===== src/hw/sram_ctl_pkg.sv =====
// Purpose: Shared constants and types for the static memory controller
// Assumes: 20 MHz core clock, 50 ns period
// Notes: Timing figures kept in ns; cycle counts derived from them
package sram_ctl_pkg;
  // ---------------------------------------------------------------
  // Geometry
  // ---------------------------------------------------------------
  localparam int ADDR_W = 15;
  localparam int DATA_W = 16;
  localparam int LANE_W = 8;
  localparam int LANES = 2;
  localparam int WORDS = 32768;
  // ---------------------------------------------------------------
  // Timing
  // ---------------------------------------------------------------
  localparam int CLK_PERIOD_NS = 50;
  // Slower speed grade figures, so one setting serves both grades
  localparam int WRITE_PULSE_MIN_NS = 10;
  localparam int BYTE_ENABLE_TO_WRITE_END_MIN_NS = 9;
  localparam int DATA_SETUP_MIN_NS = 8;
  localparam int READ_ACCESS_MAX_NS = 15;
  localparam int BUS_TURN_MIN_NS = 7;
  // Least times round up, never below one cycle
  function automatic int ns_to_cyc(input int ns);
    int c;
    c = (ns + CLK_PERIOD_NS - 1) / CLK_PERIOD_NS;
    return (c < 1) ? 1 : c;
  endfunction
  localparam int WRITE_CYC = ns_to_cyc(
    (WRITE_PULSE_MIN_NS > BYTE_ENABLE_TO_WRITE_END_MIN_NS) ?
    WRITE_PULSE_MIN_NS : BYTE_ENABLE_TO_WRITE_END_MIN_NS);
  localparam int READ_CYC = ns_to_cyc(READ_ACCESS_MAX_NS);
  localparam int TURN_CYC = ns_to_cyc(BUS_TURN_MIN_NS);
  localparam int CNT_W = 4;
  localparam logic [CNT_W-1:0] CNT_ZERO = 4'h0;
  localparam logic [CNT_W-1:0] CNT_ONE = 4'h1;
  // ---------------------------------------------------------------
  // Controller states
  // ---------------------------------------------------------------
  typedef enum logic [4:0] {
    ST_IDLE = 5'h01,
    ST_WSETUP = 5'h02,
    ST_WPULSE = 5'h04,
    ST_RTURN = 5'h08,
    ST_RWAIT = 5'h10
  } ctl_state_t;
endpackage


===== src/hw/sram_timer_if.sv =====
// Purpose: Link between the controller and its phase timer
// Assumes: One clock domain
// Notes: Load starts a count; done pulses when it expires
interface sram_timer_if;
  logic load;
  logic [sram_ctl_pkg::CNT_W-1:0] count;
  logic done;
  modport ctl (output load, output count, input done);
  modport tmr (input load, input count, output done);
endinterface


===== src/hw/sram_host_ctl.sv =====
// Purpose: Host controller driving an asynchronous 32K x 16 static memory
// Assumes: Memory data pins sampled synchronously to core_clk_in
// Notes: One access at a time; write window is the strobe pulse alone
// ---------------------------------------------------------------
// What this block does
// - Controller drops select, strobe and wanted lane enables low to write.
// - Write data set-up and hold timed to the first rising signal.
// - Write strobe held high through every read cycle.
// - Address valid no later than select falling in a read.
// - Lane enable low at least 9 ns before write ends.
// ---------------------------------------------------------------
module sram_host_ctl (
  // Clock and reset
  input wire logic core_clk_in,
  input wire logic reset_n_in,
  // User request side
  input wire logic req_valid_in,
  input wire logic req_write_in,
  input wire logic [sram_ctl_pkg::ADDR_W-1:0] req_addr_in,
  input wire logic [sram_ctl_pkg::DATA_W-1:0] req_wdata_in,
  input wire logic [sram_ctl_pkg::LANES-1:0] req_lanes_in,
  output logic req_ready_out,
  output logic rsp_valid_out,
  output logic [sram_ctl_pkg::DATA_W-1:0] rsp_rdata_out,
  // Memory pins
  output logic [sram_ctl_pkg::ADDR_W-1:0] mem_addr_out,
  output logic chip_select_n_out,
  output logic write_strobe_n_out,
  output logic output_enable_n_out,
  output logic low_byte_enable_n_out,
  output logic high_byte_enable_n_out,
  input wire logic [sram_ctl_pkg::DATA_W-1:0] mem_data_in,
  output logic [sram_ctl_pkg::DATA_W-1:0] mem_data_out,
  output logic mem_data_oe_out
);
  sram_ctl_pkg::ctl_state_t state_r;
  logic [sram_ctl_pkg::LANES-1:0] lanes_r;
  sram_timer_if tif ();

  sram_phase_timer u_timer (
    .core_clk_in(core_clk_in),
    .reset_n_in(reset_n_in),
    .tif(tif)
  );

  // ---------------------------------------------------------------
  // Sequencing
  // ---------------------------------------------------------------
  // Empty lane mask is promoted to both lanes so a write always lands
  function automatic logic [sram_ctl_pkg::LANES-1:0] lane_fix(
    input logic [sram_ctl_pkg::LANES-1:0] l);
    return (l == '0) ? '1 : l;
  endfunction

  // Timer loads on every phase entry
  always_comb begin
    tif.load = 1'b0;
    tif.count = sram_ctl_pkg::CNT_ONE;
    case (state_r)
      sram_ctl_pkg::ST_IDLE: begin
        if (req_valid_in) begin
          tif.load = 1'b1;
          tif.count = sram_ctl_pkg::CNT_W'(
            req_write_in ? 1 : sram_ctl_pkg::TURN_CYC);
        end
      end
      sram_ctl_pkg::ST_WSETUP: begin
        tif.load = tif.done;
        tif.count = sram_ctl_pkg::CNT_W'(sram_ctl_pkg::WRITE_CYC);
      end
      sram_ctl_pkg::ST_RTURN: begin
        tif.load = tif.done;
        tif.count = sram_ctl_pkg::CNT_W'(sram_ctl_pkg::READ_CYC + 1);
      end
      default: begin
        tif.load = 1'b0;
      end
    endcase
  end

  // Phase state; every phase waits out its timer
  always_ff @(posedge core_clk_in or negedge reset_n_in) begin
    if (!reset_n_in) begin
      state_r <= sram_ctl_pkg::ST_IDLE;
    end else begin
      case (state_r)
        sram_ctl_pkg::ST_IDLE: begin
          if (req_valid_in) begin
            state_r <= req_write_in ? sram_ctl_pkg::ST_WSETUP
                                    : sram_ctl_pkg::ST_RTURN;
          end
        end
        sram_ctl_pkg::ST_WSETUP: begin
          if (tif.done) state_r <= sram_ctl_pkg::ST_WPULSE;
        end
        sram_ctl_pkg::ST_WPULSE: begin
          if (tif.done) state_r <= sram_ctl_pkg::ST_IDLE;
        end
        sram_ctl_pkg::ST_RTURN: begin
          if (tif.done) state_r <= sram_ctl_pkg::ST_RWAIT;
        end
        sram_ctl_pkg::ST_RWAIT: begin
          if (tif.done) state_r <= sram_ctl_pkg::ST_IDLE;
        end
        default: state_r <= sram_ctl_pkg::ST_IDLE;
      endcase
    end
  end

  // ---------------------------------------------------------------
  // Address, data and lanes captured once per access
  // ---------------------------------------------------------------
  // Address set before select falls and held to the end
  always_ff @(posedge core_clk_in or negedge reset_n_in) begin
    if (!reset_n_in) begin
      mem_addr_out <= '0;
      mem_data_out <= '0;
      lanes_r <= '0;
    end else if (state_r == sram_ctl_pkg::ST_IDLE && req_valid_in) begin
      mem_addr_out <= req_addr_in;
      mem_data_out <= req_wdata_in;
      lanes_r <= lane_fix(req_lanes_in);
    end
  end

  // ---------------------------------------------------------------
  // Memory control pins
  // ---------------------------------------------------------------
  // Select and lanes span the access; strobe sits inside them, so the
  // strobe rising alone ends every write with data still held
  always_ff @(posedge core_clk_in or negedge reset_n_in) begin
    if (!reset_n_in) begin
      chip_select_n_out <= 1'b1;
      write_strobe_n_out <= 1'b1;
      output_enable_n_out <= 1'b1;
      low_byte_enable_n_out <= 1'b1;
      high_byte_enable_n_out <= 1'b1;
      mem_data_oe_out <= 1'b0;
    end else begin
      case (state_r)
        sram_ctl_pkg::ST_WSETUP: begin
          chip_select_n_out <= 1'b0;
          low_byte_enable_n_out <= ~lanes_r[0];
          high_byte_enable_n_out <= ~lanes_r[1];
          mem_data_oe_out <= 1'b1;
          write_strobe_n_out <= ~tif.done;
        end
        sram_ctl_pkg::ST_WPULSE: begin
          // Strobe rises first; data stays one more cycle for hold
          write_strobe_n_out <= tif.done;
        end
        sram_ctl_pkg::ST_RTURN: begin
          write_strobe_n_out <= 1'b1;
          mem_data_oe_out <= 1'b0;
          chip_select_n_out <= 1'b0;
          low_byte_enable_n_out <= ~lanes_r[0];
          high_byte_enable_n_out <= ~lanes_r[1];
          output_enable_n_out <= ~tif.done;
        end
        sram_ctl_pkg::ST_RWAIT: begin
          write_strobe_n_out <= 1'b1;
          if (tif.done) begin
            output_enable_n_out <= 1'b1;
          end
        end
        default: begin
          // Idle: deselect so memory floats its pins
          chip_select_n_out <= 1'b1;
          write_strobe_n_out <= 1'b1;
          output_enable_n_out <= 1'b1;
          low_byte_enable_n_out <= 1'b1;
          high_byte_enable_n_out <= 1'b1;
          mem_data_oe_out <= 1'b0;
        end
      endcase
    end
  end

  // ---------------------------------------------------------------
  // User handshake
  // ---------------------------------------------------------------
  // Ready only in idle; registered, so it drops the cycle after a request is taken
  always_ff @(posedge core_clk_in or negedge reset_n_in) begin
    if (!reset_n_in) begin
      req_ready_out <= 1'b0;
    end else begin
      req_ready_out <= (state_r == sram_ctl_pkg::ST_IDLE) ? ~req_valid_in
        : ((state_r == sram_ctl_pkg::ST_WPULSE ||
            state_r == sram_ctl_pkg::ST_RWAIT) && tif.done);
    end
  end

  // Read data sampled at the end of the wait, disabled lanes zeroed
  always_ff @(posedge core_clk_in or negedge reset_n_in) begin
    if (!reset_n_in) begin
      rsp_valid_out <= 1'b0;
      rsp_rdata_out <= '0;
    end else begin
      rsp_valid_out <= 1'b0;
      if (state_r == sram_ctl_pkg::ST_RWAIT && tif.done) begin
        rsp_valid_out <= 1'b1;
        rsp_rdata_out <= mem_data_in &
          {{sram_ctl_pkg::LANE_W{lanes_r[1]}},
           {sram_ctl_pkg::LANE_W{lanes_r[0]}}};
      end
    end
  end
endmodule


===== src/hw/sram_phase_timer.sv =====
// Purpose: Down counter that times each bus phase
// Assumes: Count of at least one cycle
// Notes: Done is a one-cycle pulse from a flip-flop
module sram_phase_timer (
  // Clock and reset
  input wire logic core_clk_in,
  input wire logic reset_n_in,
  // Controller side
  sram_timer_if.tmr tif
);
  logic [sram_ctl_pkg::CNT_W-1:0] left_r;
  logic done_r;

  // Count down, pulse done on the last cycle
  always_ff @(posedge core_clk_in or negedge reset_n_in) begin
    if (!reset_n_in) begin
      left_r <= sram_ctl_pkg::CNT_ZERO;
      done_r <= 1'b0;
    end else if (tif.load) begin
      left_r <= tif.count;
      done_r <= 1'b0;
    end else begin
      done_r <= (left_r == sram_ctl_pkg::CNT_ONE);
      if (left_r != sram_ctl_pkg::CNT_ZERO) begin
        left_r <= left_r - sram_ctl_pkg::CNT_ONE;
      end
    end
  end
  assign tif.done = done_r;
endmodule


===== config.mk =====
export PLATFORM = sky130hd
export DESIGN_NAME = sram_host_ctl
export DESIGN_NICKNAME = d
export VERILOG_FILES = /design/src/hw/sram_ctl_pkg.sv /design/src/hw/sram_timer_if.sv /design/src/hw/sram_host_ctl.sv /design/src/hw/sram_phase_timer.sv
export SDC_FILE = /design/constraint.sdc
export NUM_CORES = 1
export LEC_CHECK = 0
export ABC_AREA = 1
export BUFFER_PORTS_ARGS = -buffer_cell sky130_fd_sc_hd__buf_2
export CORE_ASPECT_RATIO = 2
export CORE_MARGIN = 3
export CORE_UTILIZATION = 25
export CTS_CLUSTER_DIAMETER = 30
export DETAILED_ROUTE_END_ITERATION = 12
export GPL_TIMING_DRIVEN = 1
export HOLD_SLACK_MARGIN = 0.15
export MAX_ROUTING_LAYER = met4
export PLACE_DENSITY_LB_ADDON = 0.12
export SYNTH_ARGS = -nofsm -noshare
export SYNTH_HDL_FRONTEND = slang
export SYNTH_SLANG_ARGS = --single-unit

===== constraint.sdc =====
create_clock -name core_clk_in -period 1.6 [get_ports core_clk_in]
set_clock_uncertainty 0.05 [all_clocks]
set_input_delay 0.08 -clock core_clk_in [delete_from_list [all_inputs] [get_ports core_clk_in]]
set_output_delay 0.08 -clock core_clk_in [all_outputs]
set_load 0.005 [all_outputs]

==> flow_metrics.py, run 1 <==
metrics = {
    "run_status": {
        "outcome": "finished, final reports clean",
    },
    "setup_path": {
        "timing.rr.end": "low_byte_enable_n_out",
        "rrSetupSlack_ps": 130,
        "worstPathArrival_ps": 1670,
        "r2r-start": "state_r[3]",
        "cp-end-kind": "flop",
        "worstRegToRegCells": 6,
        "worstSetupStartpointType": "flop",
        "path_max_fanout": 8,
        "criticalPathCategory": "flop to flop",
        "critPathRequiredTime_ps": 1800,
    },
    "final_layout": {
        "nets": 526,
        "n_antenna_cell": 0,
        "final_cell_mix": "nand2_1 (126), buf_2 (107), dfrtp_1 (61)",
        "syn_to_final_growth_pct": 54.0,
        "layout_commonest_cell": "nand2_1",
        "layout-drive-gt1-share_pct": 33.0,
    },
    "grt": {
        "grt_pass1_vias": 2664,
        "grt-busiest-layer": "met2",
        "grt_use_total_pct": 13.9,
        "grt_pass1_wl_microns": 12900,
        "use_met2_pct": 25.5,
        "antenna_found_initial": 0,
        "grt_start_max_net_pins": 68,
        "grt_overflow": 0,
        "met3_usage_pct": 2.82,
        "met1_usage_pct": 13.5,
    },
    "pwr": {
        "p_clk_share_pct": 26.4,
        "p_int_uw": 4760,
        "power.total_uw": 7330,
        "p_sw_uw": 2570,
        "pwr-share-comb_pct": 35.3,
        "ir_drop_v": 0.000801,
        "power.leakage_uw": 0.00216,
        "seq_power_share_pct": 38.3,
        "swShare_pct": 35.1,
        "power.density_nw_per_um2": 1670,
    },
    "floorplanning": {
        "num_rows": 54,
        "core_area_sq_um": 11000,
        "chipWidth_microns": 81.4,
        "die_area_sq_um": 12800,
        "io_pins": 108,
        "fp.dieH_microns": 157,
        "start_util_pct": 25.8,
    },
    "sta": {
        "maxSlewViolCount": 0,
        "setup_slack_ps": 130,
        "clock.fmax_mhz": 680,
        "period_minus_slack_ps": 1470,
        "post-route-period-util_pct": 91.9,
        "tns_ps": 0,
        "hold_violations": 0,
        "max_slew_margin_pct": 70.9,
        "finalSetupViolations": 0,
        "tightest_slew_ps": 435,
        "rsz0062_at_grt": "no",
    },
    "clock_tree": {
        "cts_sinks": 67,
        "htreeDepth": 3,
        "root_buffer": "clkbuf_16",
        "numCtsBuffers": 9,
        "cts_resized": 0,
        "clk_pin_slew_worst_paths_ps": 60,
        "cts_buffer_depth": 2,
        "cts_tree": "done",
        "clkLatencyLatePin_ps": 320,
    },
    "synth": {
        "synth_top_area_cell": "dfrtp_1",
        "netlist.area_leader.share_pct": 53.7,
        "synth_seq_cells": 67,
        "synth_area_leaders": "dfrtp_1 (54%), nand2_1 (17%), dfstp_2 (5.6%)",
        "syn-cell-area_sq_um": 2840,
        "seq_area_frac_synth_pct": 59.3,
        "synth_cells": 303,
        "ys_warn_count": 0,
        "postSynthAreaPerCell_sq_um": 9.37,
        "synth.distinct_cells": 29,
        "synthesis.nets": 358,
    },
    "detailed_routing": {
        "drcViolationCount": 0,
        "drtPass1Iterations": 4,
        "num_vias": 2575,
        "drt-vias-per-instance": 4.18,
        "wirelength_microns": 7990,
        "drtIter0Drc": 53,
        "post_drt_wl_per_cell_microns": 13.0,
        "ant_nets": 0,
    },
    "hold_path": {
        "hp-class": "input port to async pin",
    },
    "run": {
        "cap_viol_max_count": 0,
    },
    "placed_design": {
        "port_buffers": 107,
        "dp_hpwl_microns": 5410,
        "post-place-ws_ps": 63.4,
        "gp_congestion": 0.732,
    },
}
==> cell type report <==
class,instances,area [sq um]
tap,140,175
timing repair buffer,170,1180
clock inverter,3,40.0
clock buffer,13,250
multi-input combinational,206,985
fill,1099,6640
sequential,67,1680
inverter,17,63.8
==> per-layer routing <==
metal,routed length (microns),vias up
li1,-,1293
met1,2940,1193
met2,4520,75
met3,322,14
met4,200,0
met5,0,-
==> registers in the layout, summed over array words and instances, names as in the netlist <==
| signal | count |
|---|---|
| chip_select_n_out | 1 |
| mem_data_out | 16 |
| u_timer.left_r | 4 |
| rsp_valid_out | 1 |
| write_strobe_n_out | 1 |
| low_byte_enable_n_out | 1 |
| req_ready_out | 1 |
| output_enable_n_out | 1 |
| rsp_rdata_out | 16 |
| mem_data_oe_out | 1 |
| mem_addr_out | 15 |
| lanes_r | 2 |
| u_timer.tif.done | 1 |
| state_r | 5 |
| high_byte_enable_n_out | 1 |
==> worst max path at each step <==
stage / startpoint / end / cells past startpoint
floorplan: state_r[0] / mem_addr_out[10] / 7
global placement: state_r[3] / rsp_rdata_out[1] / 5
detailed placement: state_r[3] / rsp_rdata_out[1] / 5
CTS: state_r[3] / rsp_rdata_out[6] / 5
global route: state_r[3] / low_byte_enable_n_out / 6
finish: state_r[3] / low_byte_enable_n_out / 6
==> Yosys cell counts <==
cell type / count
nand2_1: 126
dfrtp_1: 61
o21ai_0: 24
nand3_1: 19
inv_1: 11
nor2_1: 8
buf_6: 7
dfstp_2: 6
inv_2: 6
nand4_1: 4
clkbuf_1: 3
nor2_4: 3
nor3_1: 3
a21oi_1: 2
buf_2: 2
ha_1: 2
nand2_4: 2
nand3_2: 2
xnor2_1: 2
buf_4: 1
nand2_2: 1
nand3_4: 1
nand4_2: 1
nor2_2: 1
nor2_8: 1
o21a_1: 1
o22ai_2: 1
or2_2: 1
xor2_1: 1
==> stage by stage <==
stage / instances / hold slack [ps] / util (%) / instance area, sq um
2_1_floorplan: 303 / -266 / - / 2840
3_3_place_gp: 544 / 88.0 / 32.0 / 3520
3_5_place_dp: 544 / 87.5 / 32.0 / 3520
4_1_cts: 612 / 273 / 39.3 / 4330
5_1_grt: 616 / 303 / 39.7 / 4370
6_report: 616 / 265 / 39.7 / 4370
==> kinds of logic after synthesis <==
kind of cell	Yosys count	synth area share, %
buf+inv	30	6.04
simple gates	173	27.6
compound gates	28	5.29
fa+ha+maj	2	0.881
xor+xnor	3	0.925
flops	67	59.3
==> power groups by stage <==
stage          combinational, uW  sequential, uW  clock, uW
2_1_floorplan               1610            2780          0
3_3_place_gp                2490            2840          0
3_5_place_dp                2520            2840          0
4_1_cts                     2620            2830       2010
5_1_grt                     3010            2890       2070
6_report                    2590            2810       1930
==> timing repair <==
item / in CTS / in global routing
hold endpoints to repair: 120 / 0
setup buffers: 0 / 4
hold buffers: 52 / 0
endpoints found under the setup margin: 0 / 21
==> critical path, cell delays in order, from the launching register on <==
cell     delay, ps
dfrtp_1        410
nor2_4         230
nand3_4        210
nand2_1        200
inv_1           80
o21ai_0        160
inv_1           60
Note: power is estimated with default switching activity, not from simulation.
==> run 2, diff against run 1 <==
--- a/config.mk
+++ b/config.mk
@@ -5,12 +5,10 @@
 export SDC_FILE = /design/constraint.sdc
 export NUM_CORES = 1
 export LEC_CHECK = 0
-export ABC_AREA = 1
 export BUFFER_PORTS_ARGS = -buffer_cell sky130_fd_sc_hd__buf_2
 export CORE_ASPECT_RATIO = 2
-export CORE_MARGIN = 3
+export CORE_MARGIN = 2
 export CORE_UTILIZATION = 25
-export CTS_CLUSTER_DIAMETER = 30
 export DETAILED_ROUTE_END_ITERATION = 12
 export GPL_TIMING_DRIVEN = 1
 export HOLD_SLACK_MARGIN = 0.15
==> run 2 against run 1 <==
  * Global-route usage shrank 0.29 points
  * Highest routed layer unchanged
  * Largest cell class unchanged
  * The flow now finishes with violations (negative setup slack)
  * Sequential power shrank 2%
  * Wire length grew 2.6%
  * Hold slack lost 42 ps
==> flow_metrics.py, run 2 <==
metrics = {
    "detailed_routing": {
        "drt-vias-per-instance": 4.27,
        "drcViolationCount": 0,
        "drtPass1Iterations": 4,
        "drtIter0Drc": 57,
        "post_drt_wl_per_cell_microns": 14.4,
        "ant_nets": 0,
        "wirelength_microns": 8190,
        "num_vias": 2423,
    },
    "final_layout": {
        "fillers": 1149,
        "final_cells": 567,
        "syn_to_final_growth_pct": 62.5,
        "layout_commonest_cell": "buf_2",
        "layout-drive-gt1-share_pct": 47.9,
        "largestRegisters": "mem_data_out: 16 flops, rsp_rdata_out: 16 flops, mem_addr_out: 15 flops",
        "n_antenna_cell": 0,
        "nets": 472,
        "final_cell_mix": "buf_2 (107), dfrtp_1 (61), dlygate4sd3_1 (53)",
        "utilization_pct": 41.6,
    },
    "setup_path": {
        "path_cells": "nand4bb_4 -> or2_4 -> buf_12 -> mux2_4",
        "critPathRequiredTime_ps": 1760,
        "r2r-start": "state_r[0]",
        "cp-end-kind": "flop",
        "rrSetupSlack_ps": -20,
        "crit_buf_inv": 1,
        "cp_top_family": "flip-flops",
        "timing.rr.end": "mem_addr_out[11]",
        "path_max_fanout": 12,
        "criticalPathCategory": "flop to flop",
        "slowest_delay_ps": 570,
        "worstPathArrival_ps": 1770,
        "critPathLaunch": "state_r[0]",
        "worstRegToRegCells": 4,
        "worstSetupStartpointType": "flop",
        "crit_slowest_cell": "dfstp_2",
    },
    "synth": {
        "postSynthAreaPerCell_sq_um": 13.1,
        "synth_common_cells": "dfrtp_1 (61), mux2_4 (25), inv_1 (19), nand2_1 (19), mux2i_1 (18)",
        "ys_warn_count": 0,
        "synth_edf_count": 0,
        "synth_seq_cells": 67,
        "syn-cell-area_sq_um": 3010,
        "synthArstFlopShare_pct": 100,
        "synthesis.nets": 285,
        "seq_area_frac_synth_pct": 55.9,
        "yosysMostFrequentCell": "dfrtp_1",
        "synth_area_leaders": "dfrtp_1 (51%), mux2_4 (12%), mux2i_1 (6.0%)",
        "synth_top_area_cell": "dfrtp_1",
        "synth-main-ff-cell": "dfrtp_1",
        "synth.distinct_cells": 42,
        "synth_cells": 230,
        "netlist.area_leader.share_pct": 50.7,
    },
    "sta": {
        "clock.fmax_mhz": 619,
        "finalSetupViolations": 22,
        "max_slew_margin_pct": 75.9,
        "whs_ps": 223,
        "tightest_slew_ps": 362,
        "hold_violations": 0,
        "period_minus_slack_ps": 1620,
        "maxSlewViolCount": 0,
        "post-route-period-util_pct": 101,
        "rsz0062_at_grt": "yes",
        "tns_ps": -176,
        "setup_slack_ps": -15.3,
    },
    "run_status": {
        "outcome": "finished with violations",
        "failed_checks": "negative setup slack",
    },
    "placed_design": {
        "port_buffers": 107,
        "gp_congestion": 0.776,
        "dpl.cell_count": 492,
        "dp_hpwl_microns": 5610,
    },
    "clock_tree": {
        "numCtsBuffers": 9,
        "htreeDepth": 3,
        "cts_buffer_depth": 2,
        "clkLatencyLatePin_ps": 320,
        "clk_pin_slew_worst_paths_ps": 50,
        "cts_sinks": 67,
        "root_buffer": "clkbuf_16",
        "cts_tree": "done",
    },
    "grt": {
        "grt_use_total_pct": 13.6,
        "grt_overflow": 0,
        "grt_pass1_vias": 2529,
        "antenna_found_initial": 0,
        "grt_pass1_wl_microns": 12800,
        "grt_start_max_net_pins": 25,
    },
    "floorplanning": {
        "chipWidth_microns": 81.6,
        "fp.dieH_microns": 159,
        "start_util_pct": 25.6,
        "num_rows": 56,
        "die_area_sq_um": 13000,
        "core_area_sq_um": 11800,
        "io_pins": 108,
    },
    "hold_path": {
        "holdPathEnd": "lanes_r[0]",
        "min_from": "req_valid_in",
        "hp-class": "input port to flop",
        "hold_depth": 5,
    },
    "pwr": {
        "power.leakage_uw": 0.00236,
        "power.density_nw_per_um2": 1600,
        "ir_drop_v": 0.000761,
    },
    "run": {
        "cap_viol_max_count": 0,
    },
}
-- run 2: cell types whose count changed after synthesis, moves of 4 or more --
cell and change:
nand3_1 -17, mux2i_1 +18, mux2_4 +25, o21ai_0 -18
inv_1 +8, nand2_1 -107, mux2_2 +8, inv_2 -6
nand4_1 -4
-- run 2: layer usage --
| metal | part of all wire [%] | vias to the layer above | track usage (%) |
|---|---|---|---|
| met3 | 3.5 | 10 | 2.89 |
| met2 | 56 | 61 | 24.1 |
| met5 | 0 | - | - |
| met1 | 38 | 1188 | 13.8 |
| met4 | 2.3 | 0 | 6.21 |
| li1 | - | 1164 | - |
-- run 2: area by class of cell --
cell class | count | area, sq um | area share, %
sequential | 67 | 1680 | 34.4
multi-input combinational | 130 | 1230 | 25.1
inverter | 19 | 71.3 | 1.46
tap | 145 | 181 | 3.71
clock inverter | 4 | 51.3 | 1.05
clock buffer | 12 | 246 | 5.04
timing repair buffer | 190 | 1430 | 29.3
-- run 2: how the worst max path moves through the flow --
stage                                    to  slack (ps)  depth (start not counted)
after floorplan             mem_addr_out[0]         -30                          5
after global placement    u_timer.left_r[1]         -70                          5
after detailed placement    mem_addr_out[6]         -90                          4
after CTS                  mem_addr_out[12]         -20                          4
after global routing          req_ready_out         -50                          4
final                      mem_addr_out[11]         -20                          4
-- run 2: cells by family (layout without fill, tap and decap cells) --
| group | count (synthesis) | count (layout) | share of synthesized area, % |
|---|---|---|---|
| buffers and inverters | 33 | 225 | 5.69 |
| adders and majority gates | 2 | 2 | 0.831 |
| AOI/OAI and AO/OA | 18 | 18 | 4.03 |
| and+or+nand+nor | 55 | 55 | 10.9 |
| DFF | 67 | 67 | 55.9 |
| xor gates and xnor gates | 4 | 4 | 1.16 |
| muxes | 51 | 51 | 21.4 |
-- run 2: tightest hold or removal path, stage by stage --
cell,delay [ps]
buf_2,130
nand4bb_4,90
buf_4,130
o21ai_0,70
o21ai_0,60
-- run 2: per-stage QoR --
stage	total power [uW]	area [sq um]	worst slack, ps
after floorplan	4380	3020	-33.3
after global placement	5530	3880	-74.1
after detailed placement	5570	3880	-85.2
after CTS	7920	4830	-21.9
after global routing	8400	4890	-47.5
final	7850	4890	-15.3
-- run 2: timing repair --
item / in CTS / in global routing
endpoints found under the setup margin: 51 / 49
buffers inserted: 2 / 1
resized for setup: 15 / 6
hold endpoints to repair: 118 / 0
hold buffers: 53 / 0
gates cloned: 2 / 1
pin swaps: 3 / 2
-- run 2: where the power goes --
part	internal (uW)	switching, uW
Clock	1250	712
Combinational	1920	1210
Sequential	2330	426
